===== src/grfp_pkg.sv =====
// Constants and types for the graphics rail fault-protection block
package grfp_pkg;

    // Clock and timing
    localparam int CLK_PERIOD_NS = 25;
    localparam int OV_FILT_NS    = 1000;
    localparam int NV_FILT_NS    = 1000;
    localparam int UV_FILT_NS    = 3000;
    localparam int LO_FILT_NS    = 3000;
    // Least times round up to whole cycles
    localparam int OV_FILT_CYC = (OV_FILT_NS + CLK_PERIOD_NS - 1) / CLK_PERIOD_NS;
    localparam int NV_FILT_CYC = (NV_FILT_NS + CLK_PERIOD_NS - 1) / CLK_PERIOD_NS;
    localparam int UV_FILT_CYC = (UV_FILT_NS + CLK_PERIOD_NS - 1) / CLK_PERIOD_NS;
    localparam int LO_FILT_CYC = (LO_FILT_NS + CLK_PERIOD_NS - 1) / CLK_PERIOD_NS;
    localparam int FLT_CNT_W   = 8;
    localparam int NUM_FLT     = 4;

    // Voltage thresholds in millivolts
    localparam int MV_W          = 14;
    localparam int OV_MARGIN_MV  = 150;
    localparam int OV_OFFSET_MV  = 850;
    localparam int OFS_HIGH_MV   = 900;
    localparam int OFS_GND_MV    = 50;
    localparam int NV_TRIP_MV    = -50;
    localparam int NV_CLEAR_MV   = 0;
    localparam int UV_MARGIN_MV  = 300;

    // Filter channel indices
    localparam int F_OV = 0;
    localparam int F_NV = 1;
    localparam int F_UV = 2;
    localparam int F_LO = 3;

    // Register byte offsets
    localparam logic [7:0] A_VIDMAX = 8'h00;
    localparam logic [7:0] A_REF    = 8'h04;
    localparam logic [7:0] A_STATUS = 8'h08;
    localparam logic [7:0] A_MASK   = 8'h0C;
    localparam logic [7:0] A_STATE  = 8'h10;
    localparam logic [11:0] VIDMAX_RST = 12'h5F0;
    localparam logic [11:0] REF_RST    = 12'h000;
    localparam logic [3:0]  MASK_RST   = 4'h0;

    // Event bit positions in status and mask
    localparam int EV_OV = 0;
    localparam int EV_NV = 1;
    localparam int EV_UV = 2;
    localparam int EV_LO = 3;

    // Gate command states, one-hot
    typedef enum logic [4:0] {
        ST_RUN  = 5'b00001,
        ST_OVLO = 5'b00010,
        ST_NVOF = 5'b00100,
        ST_UVOF = 5'b01000,
        ST_LOCK = 5'b10000
    } grfp_state_t;

endpackage


===== src/grfp_top.sv =====
// Graphics rail fault protection: filters, latches, gate control, Wishbone regs
//
// Function
// - Over-voltage monitoring begins after power-on reset
// - Latch over-voltage above max VID plus 150mV
// - Over-voltage latch: low-side on, high-side off
// - Over-voltage also requests core rail shutdown
// - Over-voltage condition must persist 1us
// - Offset above 0.9V at power-up: 850mV margin
// - Negative-voltage check only during over-voltage latch
// - Below -0.05V: all switches off
// - Above 0V again: low-side back on
// - Negative-voltage condition filtered for 1us
// - Latch under-voltage at 300mV below reference
// - Under-voltage latch holds all switches off
// - Under-voltage also requests core soft shutdown
// - Under-voltage condition filtered for 3us
// - Offset input not grounded disables under-voltage
// - Supply below threshold raises lockout fault
// - Lockout tri-states the switching driver
// - Supply-low condition filtered for 3us
module grfp_top
    import grfp_pkg::*;
(
    // Clock, reset, enable
    input  wire logic               sys_clk,
    input  wire logic               rst,
    input  wire logic               clkEn,
    // Analog sense results, signed millivolts
    input  wire logic signed [13:0] gfxOutputSenseNeg,
    input  wire logic signed [13:0] gfxFeedbackInput,
    input  wire logic signed [13:0] gfxOffsetSetInput,
    // Supply comparators, high while above threshold
    input  wire logic               controllerSupplyOk,
    input  wire logic               driverSupplySense,
    // Modulator gate requests
    input  wire logic               pwmHighReq,
    input  wire logic               pwmLowReq,
    // Power stage commands
    output logic                    highSideOn,
    output logic                    lowSideOn,
    output logic                    driverHiZ,
    output logic                    coreRailShutdown,
    // Wishbone slave
    input  wire logic               wb_cyc_i,
    input  wire logic               wb_stb_i,
    input  wire logic               wb_we_i,
    input  wire logic [7:0]         wb_adr_i,
    input  wire logic [3:0]         wb_sel_i,
    input  wire logic [31:0]        wb_dat_i,
    output logic [31:0]             wb_dat_o,
    output logic                    wb_ack_o,
    // Interrupt
    output logic                    irq
);

    // Merge a write into a 12-bit field by byte lane
    function automatic logic [11:0] laneMerge(
        input logic [11:0] old,
        input logic [31:0] wdat,
        input logic [3:0]  sel
    );
        logic [11:0] res;
        res = old;
        if (sel[0]) begin
            res[7:0] = wdat[7:0];
        end
        if (sel[1]) begin
            res[11:8] = wdat[11:8];
        end
        return res;
    endfunction

    // Filter lengths per channel
    localparam int FLEN [NUM_FLT] = '{OV_FILT_CYC, NV_FILT_CYC, UV_FILT_CYC, LO_FILT_CYC};

    // Power-on reset completion flag
    logic                porDone;
    // Offset straps captured at power-up
    logic                offsetHigh;
    logic                offsetEn;
    // Software registers
    logic [11:0]         maxOperatingVidStore;
    logic [11:0]         refLevel;
    logic [3:0]          status;
    logic [3:0]          mask;
    // Fault latches, plus the unlatched supply lockout flag
    logic                overVoltageFault;
    logic                negativeVoltageFault;
    logic                underVoltageFault;
    logic                supplyLockoutFault;
    // Raw and filtered comparator conditions
    logic [NUM_FLT-1:0]  rawCond;
    logic [NUM_FLT-1:0]  fltCond;
    // Computed thresholds
    logic signed [MV_W-1:0] ovThresh;
    logic signed [MV_W-1:0] uvThresh;
    // Event pulses into status
    logic [3:0]          events;
    logic                lockoutPrev;
    // Bus decode
    logic                busReq;
    logic                busWr;
    logic [3:0]          w1c;
    // Gate state
    grfp_state_t         state;
    grfp_state_t         next_state;

    // Power-on reset done one enabled cycle after release
    // monitoring gate
    always_ff @(posedge sys_clk or posedge rst) begin
        if (rst) begin
            porDone <= 1'b0;
        end else if (clkEn) begin
            porDone <= 1'b1;
        end
    end

    // Capture offset straps once, at the first cycle after release
    // A reset value can only be a constant, so the pin is sampled here
    always_ff @(posedge sys_clk or posedge rst) begin
        if (rst) begin
            offsetHigh <= 1'b0;
            offsetEn   <= 1'b0;
        end else if (clkEn && !porDone) begin
            offsetHigh <= (gfxOffsetSetInput > MV_W'(OFS_HIGH_MV));
            offsetEn   <= (gfxOffsetSetInput > MV_W'(OFS_GND_MV));
        end
    end

    // Thresholds from stored max VID and reference
    always_comb begin
        ovThresh = $signed({2'b00, maxOperatingVidStore}) + MV_W'(OV_MARGIN_MV);
        if (offsetHigh) begin
            ovThresh = $signed({2'b00, maxOperatingVidStore}) + MV_W'(OV_OFFSET_MV);
        end
        uvThresh = $signed({2'b00, refLevel}) - MV_W'(UV_MARGIN_MV);
    end

    // Raw comparator conditions
    always_comb begin
        rawCond[F_OV] = porDone && (gfxOutputSenseNeg > ovThresh);
        // negative check only under over-voltage latch
        rawCond[F_NV] = overVoltageFault && (gfxOutputSenseNeg < MV_W'(NV_TRIP_MV));
        // feedback at or below threshold; disables it
        rawCond[F_UV] = porDone && !offsetEn && (gfxFeedbackInput <= uvThresh);
        rawCond[F_LO] = porDone && !(controllerSupplyOk && driverSupplySense);
    end

    // Deglitch filters: condition must hold a full window
    // Any gap restarts the count, so short spikes never trip
    genvar gi;
    generate
        for (gi = 0; gi < NUM_FLT; gi++) begin : gFlt
            logic [FLT_CNT_W-1:0] cnt;
            always_ff @(posedge sys_clk or posedge rst) begin
                if (rst) begin
                    cnt <= '0;
                end else if (clkEn) begin
                    if (!rawCond[gi]) begin
                        cnt <= '0;
                    end else if (cnt != FLT_CNT_W'(FLEN[gi])) begin
                        cnt <= cnt + 1'b1;
                    end
                end
            end
            assign fltCond[gi] = rawCond[gi] && (cnt == FLT_CNT_W'(FLEN[gi]));
        end
    endgenerate

    // Over-voltage latch
    // released only by reset
    always_ff @(posedge sys_clk or posedge rst) begin
        if (rst) begin
            overVoltageFault <= 1'b0;
        end else if (clkEn && fltCond[F_OV]) begin
            overVoltageFault <= 1'b1;
        end
    end

    // Negative-voltage trip, live only under over-voltage latch
    always_ff @(posedge sys_clk or posedge rst) begin
        if (rst) begin
            negativeVoltageFault <= 1'b0;
        end else if (clkEn) begin
            if (fltCond[F_NV]) begin
                negativeVoltageFault <= 1'b1;
            end else if (gfxOutputSenseNeg > MV_W'(NV_CLEAR_MV)) begin
                negativeVoltageFault <= 1'b0;
            end
        end
    end

    // Under-voltage latch
    // released only by reset
    always_ff @(posedge sys_clk or posedge rst) begin
        if (rst) begin
            underVoltageFault <= 1'b0;
        end else if (clkEn && fltCond[F_UV]) begin
            underVoltageFault <= 1'b1;
        end
    end

    // Supply lockout follows the filtered supply state
    // Not latched: it lifts once both supplies are back
    always_ff @(posedge sys_clk or posedge rst) begin
        if (rst) begin
            supplyLockoutFault <= 1'b0;
        end else if (clkEn) begin
            supplyLockoutFault <= fltCond[F_LO];
        end
    end

    // Gate state selection, lockout first, then under-voltage
    always_comb begin
        next_state = ST_RUN;
        if (supplyLockoutFault) begin
            next_state = ST_LOCK;
        end else if (underVoltageFault) begin
            next_state = ST_UVOF;
        end else if (overVoltageFault && negativeVoltageFault) begin
            next_state = ST_NVOF;
        end else if (overVoltageFault) begin
            next_state = ST_OVLO;
        end
    end

    // Gate state register
    always_ff @(posedge sys_clk or posedge rst) begin
        if (rst) begin
            state <= ST_LOCK;
        end else if (clkEn) begin
            state <= next_state;
        end
    end

    // Registered gate commands; driver stays off until reset ends
    always_ff @(posedge sys_clk or posedge rst) begin
        if (rst) begin
            highSideOn <= 1'b0;
            lowSideOn  <= 1'b0;
            driverHiZ  <= 1'b1;
        end else if (clkEn) begin
            unique case (next_state)
                // Normal switching passes the modulator through
                ST_RUN: begin
                    highSideOn <= pwmHighReq;
                    lowSideOn  <= pwmLowReq && !pwmHighReq;
                    driverHiZ  <= 1'b0;
                end
                ST_OVLO: begin
                    highSideOn <= 1'b0;
                    lowSideOn  <= 1'b1;
                    driverHiZ  <= 1'b0;
                end
                ST_NVOF: begin
                    highSideOn <= 1'b0;
                    lowSideOn  <= 1'b0;
                    driverHiZ  <= 1'b0;
                end
                ST_UVOF: begin
                    highSideOn <= 1'b0;
                    lowSideOn  <= 1'b0;
                    driverHiZ  <= 1'b0;
                end
                ST_LOCK: begin
                    highSideOn <= 1'b0;
                    lowSideOn  <= 1'b0;
                    driverHiZ  <= 1'b1;
                end
            endcase
        end
    end

    // Core rail shutdown request
    always_ff @(posedge sys_clk or posedge rst) begin
        if (rst) begin
            coreRailShutdown <= 1'b0;
        end else if (clkEn) begin
            // either latch shuts the core down
            coreRailShutdown <= overVoltageFault || underVoltageFault;
        end
    end

    // Event pulses: the cycle each condition first latches
    always_ff @(posedge sys_clk or posedge rst) begin
        if (rst) begin
            lockoutPrev <= 1'b0;
        end else if (clkEn) begin
            lockoutPrev <= fltCond[F_LO];
        end
    end

    always_comb begin
        events        = '0;
        events[EV_OV] = fltCond[F_OV] && !overVoltageFault;
        events[EV_NV] = fltCond[F_NV] && !negativeVoltageFault;
        events[EV_UV] = fltCond[F_UV] && !underVoltageFault;
        events[EV_LO] = fltCond[F_LO] && !lockoutPrev;
    end

    // Bus decode; a write lands on the edge where ack is seen
    assign busReq = wb_cyc_i && wb_stb_i;
    assign busWr  = busReq && wb_we_i && wb_ack_o;
    assign w1c    = (busWr && wb_adr_i == A_STATUS && wb_sel_i[0]) ? wb_dat_i[3:0] : 4'h0;

    // Single-wait acknowledge, dropped the cycle after
    always_ff @(posedge sys_clk or posedge rst) begin
        if (rst) begin
            wb_ack_o <= 1'b0;
        end else if (clkEn) begin
            wb_ack_o <= busReq && !wb_ack_o;
        end
    end

    // Read data captured as ack rises; unmapped reads zero
    always_ff @(posedge sys_clk or posedge rst) begin
        if (rst) begin
            wb_dat_o <= '0;
        end else if (clkEn && busReq && !wb_ack_o) begin
            unique case (wb_adr_i)
                A_VIDMAX: wb_dat_o <= {20'h00000, maxOperatingVidStore};
                A_REF:    wb_dat_o <= {20'h00000, refLevel};
                A_STATUS: wb_dat_o <= {28'h0000000, status};
                A_MASK:   wb_dat_o <= {28'h0000000, mask};
                A_STATE:  wb_dat_o <= {21'h000000, state, offsetEn, offsetHigh,
                                       supplyLockoutFault, underVoltageFault,
                                       negativeVoltageFault, overVoltageFault};
                default:  wb_dat_o <= '0;
            endcase
        end
    end

    // Max VID and reference registers
    always_ff @(posedge sys_clk or posedge rst) begin
        if (rst) begin
            maxOperatingVidStore <= VIDMAX_RST;
            refLevel             <= REF_RST;
        end else if (clkEn && busWr) begin
            if (wb_adr_i == A_VIDMAX) begin
                maxOperatingVidStore <= laneMerge(maxOperatingVidStore, wb_dat_i, wb_sel_i);
            end
            if (wb_adr_i == A_REF) begin
                refLevel <= laneMerge(refLevel, wb_dat_i, wb_sel_i);
            end
        end
    end

    // Interrupt mask
    always_ff @(posedge sys_clk or posedge rst) begin
        if (rst) begin
            mask <= MASK_RST;
        end else if (clkEn && busWr && wb_adr_i == A_MASK && wb_sel_i[0]) begin
            mask <= wb_dat_i[3:0];
        end
    end

    // Sticky status; a new event beats a same-cycle clear
    always_ff @(posedge sys_clk or posedge rst) begin
        if (rst) begin
            status <= '0;
        end else if (clkEn) begin
            status <= (status & ~w1c) | events;
        end
    end

    // Level interrupt from unmasked status
    always_ff @(posedge sys_clk or posedge rst) begin
        if (rst) begin
            irq <= 1'b0;
        end else if (clkEn) begin
            irq <= |(((status & ~w1c) | events) & mask);
        end
    end

endmodule


===== config.mk =====
export PLATFORM = sky130hd
export DESIGN_NAME = grfp_top
export DESIGN_NICKNAME = d
export VERILOG_FILES = /design/src/grfp_pkg.sv /design/src/grfp_top.sv
export SDC_FILE = /design/constraint.sdc
export NUM_CORES = 1
export LEC_CHECK = 0
export BUFFER_PORTS_ARGS = -buffer_cell sky130_fd_sc_hd__buf_2
export CORE_UTILIZATION = 28
export CTS_CLUSTER_DIAMETER = 40
export DETAILED_ROUTE_END_ITERATION = 10
export PLACE_DENSITY = 0.48
export SKIP_CTS_REPAIR_TIMING = 1
export SYNTH_ARGS = -nofsm -noshare
export SYNTH_HDL_FRONTEND = slang
export SYNTH_SLANG_ARGS = --single-unit

===== constraint.sdc =====
create_clock -name sys_clk -period 3 [get_ports sys_clk]
set_clock_uncertainty 0.05 [all_clocks]
set_input_delay 0.15 -clock sys_clk [delete_from_list [all_inputs] [get_ports sys_clk]]
set_output_delay 0.15 -clock sys_clk [all_outputs]
set_load 0.01 [all_outputs]

# ---- Word-level counts from Yosys, hierarchy flattened
# Index checks and enable logic that the tools add are counted.
dict set report totals {
  reg_bits 114
  inputBits 96
  out_inout_bits 38
  word_cells 138
}
dict set report classes {
  addsub 7
  n_lt_le_gt_ge 6
  n_eq_ne 21
  mux 20
  n_bitwise 4
  n_reduce_logical 55
}
# cell count
set ops {}
lappend ops {{2-to-1 mux 8 bit} 8}
lappend ops {{one-hot mux 12 bit (5 select lines)} 1}
lappend ops {{adder 8 x 1 -> 8 bit, second input constant} 4}
lappend ops {{logical AND 1 bit} 30}
lappend ops {{== test 8 x 4 -> 1 bit, second input constant} 2}
lappend ops {{== test 8 x 6 -> 1 bit, second input constant} 2}
lappend ops {{== test 8 x 7 -> 1 bit, second input constant} 2}
lappend ops {{!= test 8 x 6 -> 1 bit, second input constant} 2}
lappend ops {{!= test 8 x 7 -> 1 bit, second input constant} 2}
lappend ops {{greater-than comparator 14 x 1 -> 1 bit, second input constant} 1}
lappend ops {{greater-than comparator 14 x 11 -> 1 bit, second input constant} 1}
lappend ops {{greater-than comparator 14 bit} 1}
lappend ops {{greater-than comparator 14 x 7 -> 1 bit, second input constant} 1}
lappend ops {{less-or-equal comparator 14 x 13 -> 1 bit} 1}
lappend ops {{< comparator 14 x 7 -> 1 bit, second input constant} 1}
lappend ops {{adder 12 x 10 -> 13 bit, second input constant} 1}
lappend ops {{adder 12 x 8 -> 13 bit, second input constant} 1}
lappend ops {{2-to-1 mux 13 bit} 1}
lappend ops {{subtractor 12 x 9 -> 13 bit, second input constant} 1}
lappend ops {{AND reduction 3 bit} 4}
lappend ops {{OR reduction 4 bit} 3}
lappend ops {{AND reduction 2 bit} 5}
lappend ops {{zero test 1 bit} 9}
lappend ops {{AND 4 bit} 2}
lappend ops {{other kinds (21)} 27}

# ---- Longest topological paths before layout
# Gate-level depths: netlist of the first run.
dict set report depth {
  ltp_word 11
  depth_mapped 16
  ltp_nobuf 15
}

# ---- Worst setup path after synthesis of the first run
# Ideal clock, no wire load.
dict set report synth_timing {
  kind {register -> register}
  startpoint {register refLevel[2]}
  endpoint {register gFlt[2].cnt[0]}
  setup_ns 0.125
  arrival_ns 3.132
  required_ns 2.825
  path_slack_ns -0.306
  stages_incl_launch_ff 14
  path_buffers 1
  period_less_slack_ns 3.306
  cell_sequence {dfrtp_1 > ha_1 > o21ai_0 > nand2_1 > and2_1 > or4_1 > ha_1 > and3_1 > nand4_1 > a31o_2 > a32oi_1 > buf_2 > o21ai_0 > mux2_2}
}
dict set report synth_between {
  elab_chain_len 5
  elab_cells_between_ends 6
  cone_classes {1 x add/sub; 1 x order compare; 1 x eq/ne; 1 x mux; 2 x reduce/logical}
}
# item line_no
set synth_rtl {}
lappend synth_rtl {{from (decl)} grfp_top.sv:84} ;# logic [11:0] refLevel;
lappend synth_rtl {{from (signal assigned)} grfp_top.sv:344} ;# refLevel <= laneMerge(refLevel, wb_dat_i, wb_sel_i);
lappend synth_rtl {{subtractor 12 x 9 -> 13 bit *} grfp_top.sv:137} ;# uvThresh = $signed({2'b00, refLevel}) - MV_W'(UV_MARGIN_MV);
lappend synth_rtl {{less-or-equal comparator 14 x 13 -> 1 bit *} grfp_top.sv:146} ;# rawCond[F_UV] = porDone && !offsetEn && (gfxFeedbackInput <= uvThresh);
lappend synth_rtl {{logical AND 1 bit *} grfp_top.sv:146}
lappend synth_rtl {{!= test 2 x 1 -> 1 bit (no line)} -}
lappend synth_rtl {{AND reduction 2 bit (no line)} -}
lappend synth_rtl {{to (signal assigned)} grfp_top.sv:163} ;# cnt <= cnt + 1'b1;
lappend synth_rtl {{to (decl)} grfp_top.sv:155} ;# logic [FLT_CNT_W-1:0] cnt;
# Every way passes the cells marked *; elsewhere a longest branch is shown, timed or not.
# A chain may end at the register's enable or synchronous reset.

# ---- Worst setup path in the final report of the first run
dict set report layout_timing {
  startpoint {register maxOperatingVidStore[2]}
  endpoint {register gFlt[0].cnt[0]}
}
dict set report layout_between {
  elab_chain_len 6
  elab_cells_between_ends 8
  cone_classes {2 x add/sub; 1 x order compare; 1 x eq/ne; 2 x mux; 2 x reduce/logical}
}
# item line_no
set layout_rtl {}
lappend layout_rtl {{from (decl)} grfp_top.sv:83} ;# logic [11:0] maxOperatingVidStore;
lappend layout_rtl {{from (signal assigned)} grfp_top.sv:341} ;# maxOperatingVidStore <= laneMerge(maxOperatingVidStore, wb_dat_i, wb_sel_i);
lappend layout_rtl {{adder 12 x 8 -> 13 bit or adder 12 x 10 -> 13 bit (tied branches)} {grfp_top.sv:133, grfp_top.sv:135}}
lappend layout_rtl {{2-to-1 mux 13 bit *} grfp_top.sv:134} ;# if (offsetHigh) begin
lappend layout_rtl {{greater-than comparator 14 bit *} grfp_top.sv:142} ;# rawCond[F_OV] = porDone && (gfxOutputSenseNeg > ovThresh);
lappend layout_rtl {{logical AND 1 bit *} grfp_top.sv:142}
lappend layout_rtl {{!= test 2 x 1 -> 1 bit (no line)} -}
lappend layout_rtl {{AND reduction 2 bit (no line)} -}
lappend layout_rtl {{to (signal assigned)} grfp_top.sv:163}
lappend layout_rtl {{to (decl)} grfp_top.sv:155}
# Marked as above.

==> out/results.tsv, run 1 <==
metric	value	unit
outcome	finished, violations left	
violations in the final reports	negative setup slack	
Hold Fails Final Rpt	0	
register area share after synthesis	0.393	
Area Overhead vs Synth	28.6	%
CTS buffer count	9	
Die W	149	µm
post-synthesis async set-or-reset flop share	1.00	
Synth cell types	69	
GR Util All Layers	0.151	
vias in the first global route	4894	
first drt pass iteration count	4	
synthesized area per cell	9.51	µm²
Max-slew headroom	0.558	
top_reg_cell synth	dfrtp_1	
share of layout cells above drive strength 1	0.335	
grt ovf	0	
Longest Clk Path Bufs	2	
VDD IR max	0.267	mV
min-delay worst type	input port to flip-flop	
Fmax	0.285	GHz
Std-Cell Core Area	21000	µm²
worst-path cell chain	inv_2, fa_2, nand2b_4, a21oi_4, o21a_1, o21a_1, nor4b_2, a311oi_2, ha_1, nand4b_1, a311oi_2, o41ai_4, buf_4, o21a_1, mux2i_1	
instance count of the mapped netlist	633	
fin worst setup slack	-514	ps
IO Port Bufs	91	
global-route wire length before repair	25.9	mm
DRT antenna net count	0	
wire per inst	15.2	µm
Initial DRC Count	211	
htree depth	3	
worst-skew pair later-pin latency	360	ps
startpoint types	flip-flop	
worst slew pin tran	663	ps
max incr delay on CP	510	ps
Max-Cap Viols	0	
DRC	0	
WP data arrival	3700	ps
Via Count	5097	
initial antenna violation count	0	
CTS tree	done	
final setup vio count	20	
final WL	16.1	mm
# diodes	0	
most frequent cells in the layout	buf_2 (91), dfrtp_1 (85), nand2_1 (55), buf_4 (55), o21ai_0 (43)	
Worst-path clk slew	70	ps
Filler cells	2156	
post-place instance area	7120	µm²
Vias/cell	4.79	
finished layout cell area	7740	µm²
RSZ-0062 raised after global routing	true	
root buf cell	clkbuf_16	
synthesized flop and latch total	94	
Final min period	3510	ps
critical path class	flip-flop to flip-flop	
RePlAce Congestion	0.817	
Detail Placement HPWL	12.6	mm
Yosys warning total	0	
leakage dissipation	3.61	nW
Critical Path RT	3190	ps
EDFF count, synth	0	
PwrDens	383	nW/µm²
Core Rows	53	
I/O pin cnt	134	
fin crit share	1.17	
peak fanout along the critical path	4	
synthesized area	6020	µm²
Die Footprint	22100	µm²
Critical Path Most Common Cell	o21a_1	
Initial Util	0.286	
final setup TNS	-6580	ps
Final Util	0.368	
nets	922	
commonest non-fill, non-tap cell in the layout	buf_2	
TritonCTS Sinks	94	
Max Slew Vio Count	0	
largest net degree at the start of global routing	53	
Worst setup EP type	flip-flop	
Critical-path top delay cell	o41ai_4	
Die Ht	149	µm
==> through the flow <==
| stage | cells | hold slack (ps) | setup WS (ps) | power (mW) |
|---|---|---|---|---|
| 4_1_cts | 1051 | -129 | -590 | 2.99 |
| 2_1_floorplan | 652 | 233 | -109 | 1.61 |
| 5_1_grt | 1064 | 5.71 | -680 | 3.13 |
| 3_3_place_gp | 1035 | 255 | -487 | 1.76 |
| 3_5_place_dp | 1035 | 259 | -567 | 1.76 |
| 6_report | 1064 | 7.91 | -514 | 2.97 |
==> synth_stat cells, types with 11 or more instances <==
| master | instances | area share |
|---|---|---|
| dfrtp_1 | 86 | 0.36 |
| a21o_1 | 11 | 0.014 |
| buf_4 | 20 | 0.025 |
| nor3_1 | 15 | 0.012 |
| ha_1 | 41 | 0.085 |
| a21oi_1 | 32 | 0.027 |
| nand2_1 | 56 | 0.035 |
| clkbuf_1 | 15 | 0.0094 |
| inv_1 | 31 | 0.019 |
| nand3_1 | 26 | 0.022 |
| o21ai_0 | 49 | 0.041 |
| xor2_1 | 11 | 0.016 |
| nand4_1 | 12 | 0.012 |
| mux2_2 | 29 | 0.054 |
| nor2_1 | 33 | 0.021 |
| mux2i_1 | 17 | 0.028 |
==> cells by family (layout without fill, tap and decap cells) <==
group           Yosys count  in the layout  synth area share
other cells               1             20          0.000623
flops                    94             94             0.393
mux                      47             47            0.0844
fa+ha+maj                42             42            0.0886
xor+xnor                 21             21            0.0306
buf+inv                  69            206            0.0559
simple gates            212            212             0.192
compound gates          147            147             0.155
==> power by group <==
| group | leakage [nW] | internal (mW) | switching, mW |
|---|---|---|---|
| Sequential | 1.24 | 1.31 | 0.0473 |
| Combinational | 2.22 | 0.186 | 0.228 |
| Clock | 0.145 | 0.695 | 0.501 |
==> state kept, by name, summed over array words and instances, names as in the netlist <==
name                  flops
gFlt.cnt                 32
maxOperatingVidStore     12
refLevel                 12
wb_dat_o                 12
state                     5
mask                      4
status                    4
coreRailShutdown          1
driverHiZ                 1
highSideOn                1
irq                       1
lockoutPrev               1
lowSideOn                 1
negativeVoltageFault      1
offsetEn                  1
offsetHigh                1
overVoltageFault          1
porDone                   1
underVoltageFault         1
wb_ack_o                  1
==> per-layer routing <==
| metal | global-route usage | part of all wire | wire length (µm) |
|---|---|---|---|
| met3 | 0.0371 | 0.033 | 538 |
| met2 | 0.254 | 0.49 | 7900 |
| met1 | 0.192 | 0.46 | 7460 |
| met4 | 0.0407 | 0.015 | 238 |
| met5 | 0 | 0 | 0 |
==> path summary, 6_finish.rpt <==
kind / from / to / slack, ps / depth (start not counted)
min reg2reg: wb_dat_o[5] / wb_dat_o[5] / 430 / 2
min: wb_dat_i[6] / refLevel[6] / 8 / 2
min in group asynchronous: rst / highSideOn / 390 / 3
max in group asynchronous: rst / maxOperatingVidStore[4] / 1730 / 4
max: maxOperatingVidStore[2] / gFlt[0].cnt[0] / -510 / 15
max reg2reg: maxOperatingVidStore[2] / gFlt[0].cnt[0] / -510 / 15
==> layout make-up <==
cell class                 instances  area (µm²)  share of cell area
clock buffer                      12         256              0.0332
clock inverter                     4        53.8             0.00695
inverter                          31         119              0.0154
multi-input combinational        489        3590               0.464
sequential                        94        2360               0.305
tap                              275         344              0.0445
timing repair buffer             159        1010               0.130
==> worst max-delay path: cells and delay by family (launching register included) <==
kind	cells	cell delay [ps]
flip-flops	1	390
AO/OA/AOI/OAI	7	1520
multiplexers	1	80
buffers and inverters	2	260
AND/OR/NAND/NOR	3	420
adder cells (fa/ha/maj)	2	680
No activity file was read; power rests on OpenSTA's default activity.
==> inputs of run 2 (changes only) <==
--- a/config.mk
+++ b/config.mk
@@ -9,7 +9,7 @@
 export CORE_UTILIZATION = 28
 export CTS_CLUSTER_DIAMETER = 40
 export DETAILED_ROUTE_END_ITERATION = 10
-export PLACE_DENSITY = 0.48
+export PLACE_DENSITY = 0.51
 export SKIP_CTS_REPAIR_TIMING = 1
 export SYNTH_ARGS = -nofsm -noshare
 export SYNTH_HDL_FRONTEND = slang
==> run 2 against run 1 <==
The run still ends with negative setup slack left. Register-to-register slack barely moved. First-iteration DRC count decreased by 11%. Core utilization shrank 0.50 points. Global-route usage is 0.15 points higher. Combinational power shrank 2%. Sequential share of layout area rose by 0.42 points. Cell area down 1.4%. Sequential cell count unchanged. Non-clock buffer count shrank 3. Routed wire length rose by 1.3%. Sequential power hardly changed. Largest power group unchanged.
==> out/results.tsv, run 2 (synthesized netlist as in run 1, its figures left out) <==
metric	value	unit
outcome	finished, violations left	
GR Util All Layers	0.153	
Fin Hold WS	6.32	ps
largest net degree at the start of global routing	50	
root buf cell	clkbuf_16	
worst slew pin tran	656	ps
Die W	149	µm
violations in the final reports	negative setup slack	
fin crit share	1.18	
Critical-path top delay cell	dfrtp_2	
Std-Cell Core Area	21000	µm²
RePlAce Congestion	0.824	
Longest Clk Path Bufs	2	
Initial Util	0.286	
clock network fraction of total power	0.392	
startpoint types	flip-flop	
grt ovf	0	
Fmax	0.284	GHz
worst-path cell chain	ha_1, nand2_1, a21oi_4, o21a_1, o21a_1, nor4b_1, a311oi_1, ha_1, nand4b_1, a311oi_1, o41ai_2, buf_4, or3b_4, mux2i_1	
final setup TNS	-5990	ps
sequential cell fraction of total power	0.468	
Via Count	5077	
RSZ-0062 raised after global routing	true	
Max-Cap Viols	0	
first drt pass iteration count	4	
internal power	2.07	mW
Vias/cell	4.79	
Worst setup EP type	flip-flop	
CTS buffer count	9	
Area Overhead vs Synth	26.8	%
DRT antenna net count	0	
DRC	0	
commonest non-fill, non-tap cell in the layout	buf_2	
fin worst setup slack	-526	ps
sw frac	0.285	
wire per inst	15.4	µm
Critical Path RT	3220	ps
max incr delay on CP	440	ps
min-delay worst type	input port to flip-flop	
final WL	16.4	mm
# diodes	0	
VDD IR max	0.265	mV
Max-slew headroom	0.563	
CTS tree	done	
final setup vio count	20	
Die Ht	149	µm
Worst-path clk slew	80	ps
Final min period	3530	ps
initial antenna violation count	0	
Final Util	0.363	
most frequent cells in the layout	buf_2 (91), dfrtp_1 (85), buf_4 (57), nand2_1 (56), o21ai_0 (45)	
Die Footprint	22100	µm²
Core Rows	53	
htree depth	3	
WP data arrival	3750	ps
Gate power share	0.140	
IO Port Bufs	91	
Max Slew Vio Count	0	
Initial DRC Count	187	
Detail Placement HPWL	12.6	mm
I/O pin cnt	134	
global-route wire length before repair	26.3	mm
PwrDens	379	nW/µm²
leakage dissipation	3.58	nW
peak fanout along the critical path	6	
critical path class	flip-flop to flip-flop	
vias in the first global route	4951	
nets	919	
Largest register FFs	32	
TritonCTS Sinks	94	
worst-skew pair later-pin latency	360	ps
Hold Fails Final Rpt	0	
P_sw	824	µW
Most flops, register	gFlt.cnt	
share of layout cells above drive strength 1	0.327	
==> run 2: power by group through the flow <==
stage                     clock [mW]  sequential, mW  combinational (mW)
after detailed placement           0            1.38               0.384
after CTS                       1.17            1.36               0.386
after global routing            1.22            1.36               0.462
after floorplan                    0            1.37               0.242
after global placement             0            1.38               0.384
final                           1.13            1.36               0.406
==> run 2: area by class of cell <==
type                       instances  area (µm²)
fill                            2152       13400
multi-input combinational        489        3540
sequential                        94        2360
timing repair buffer             156         977
tap                              275         344
clock buffer                       9         225
inverter                          31         119
clock inverter                     7        65.1
==> run 2: layer usage <==
metal	part of all wire	vias to the layer above	global-route usage
li1	-	2549	-
met3	0.037	12	0.0334
met2	0.47	105	0.248
met4	0.016	0	0.0376
met1	0.48	2411	0.205
met5	0	-	0
==> run 2: metrics by stage <==
| step | cells | worst slack [ps] | area [µm²] | power [mW] |
|---|---|---|---|---|
| final | 1061 | -526 | 7630 | 2.90 |
| after global routing | 1061 | -697 | 7630 | 3.05 |
| after CTS | 1049 | -541 | 7400 | 2.91 |
| after detailed placement | 1033 | -533 | 7110 | 1.76 |
| after global placement | 1033 | -427 | 7110 | 1.76 |
| after floorplan | 652 | -109 | 6120 | 1.61 |
==> run 2: worst max-delay path: cells and delay by family, from the launching register on <==
family                   cells  cell delay [ps]
multiplexers                 1              140
buffers and inverters        1              160
flip-flops                   1              440
AND/OR/NAND/NOR              4              970
AO/OA/AOI/OAI                6             1040
adder cells (fa/ha/maj)      2              630
==> run 2: path summary, 6_finish.rpt <==
kind	depth (start not counted)	to	start	slack, ps
max	14	gFlt[0].cnt[0]	offsetHigh	-530
min	2	refLevel[8]	wb_dat_i[8]	6
max reg2reg	14	gFlt[0].cnt[0]	offsetHigh	-530
min reg2reg	2	state[4]	state[4]	430
max in group asynchronous	4	state[4]	rst	1770
min in group asynchronous	3	gFlt[1].cnt[0]	rst	390
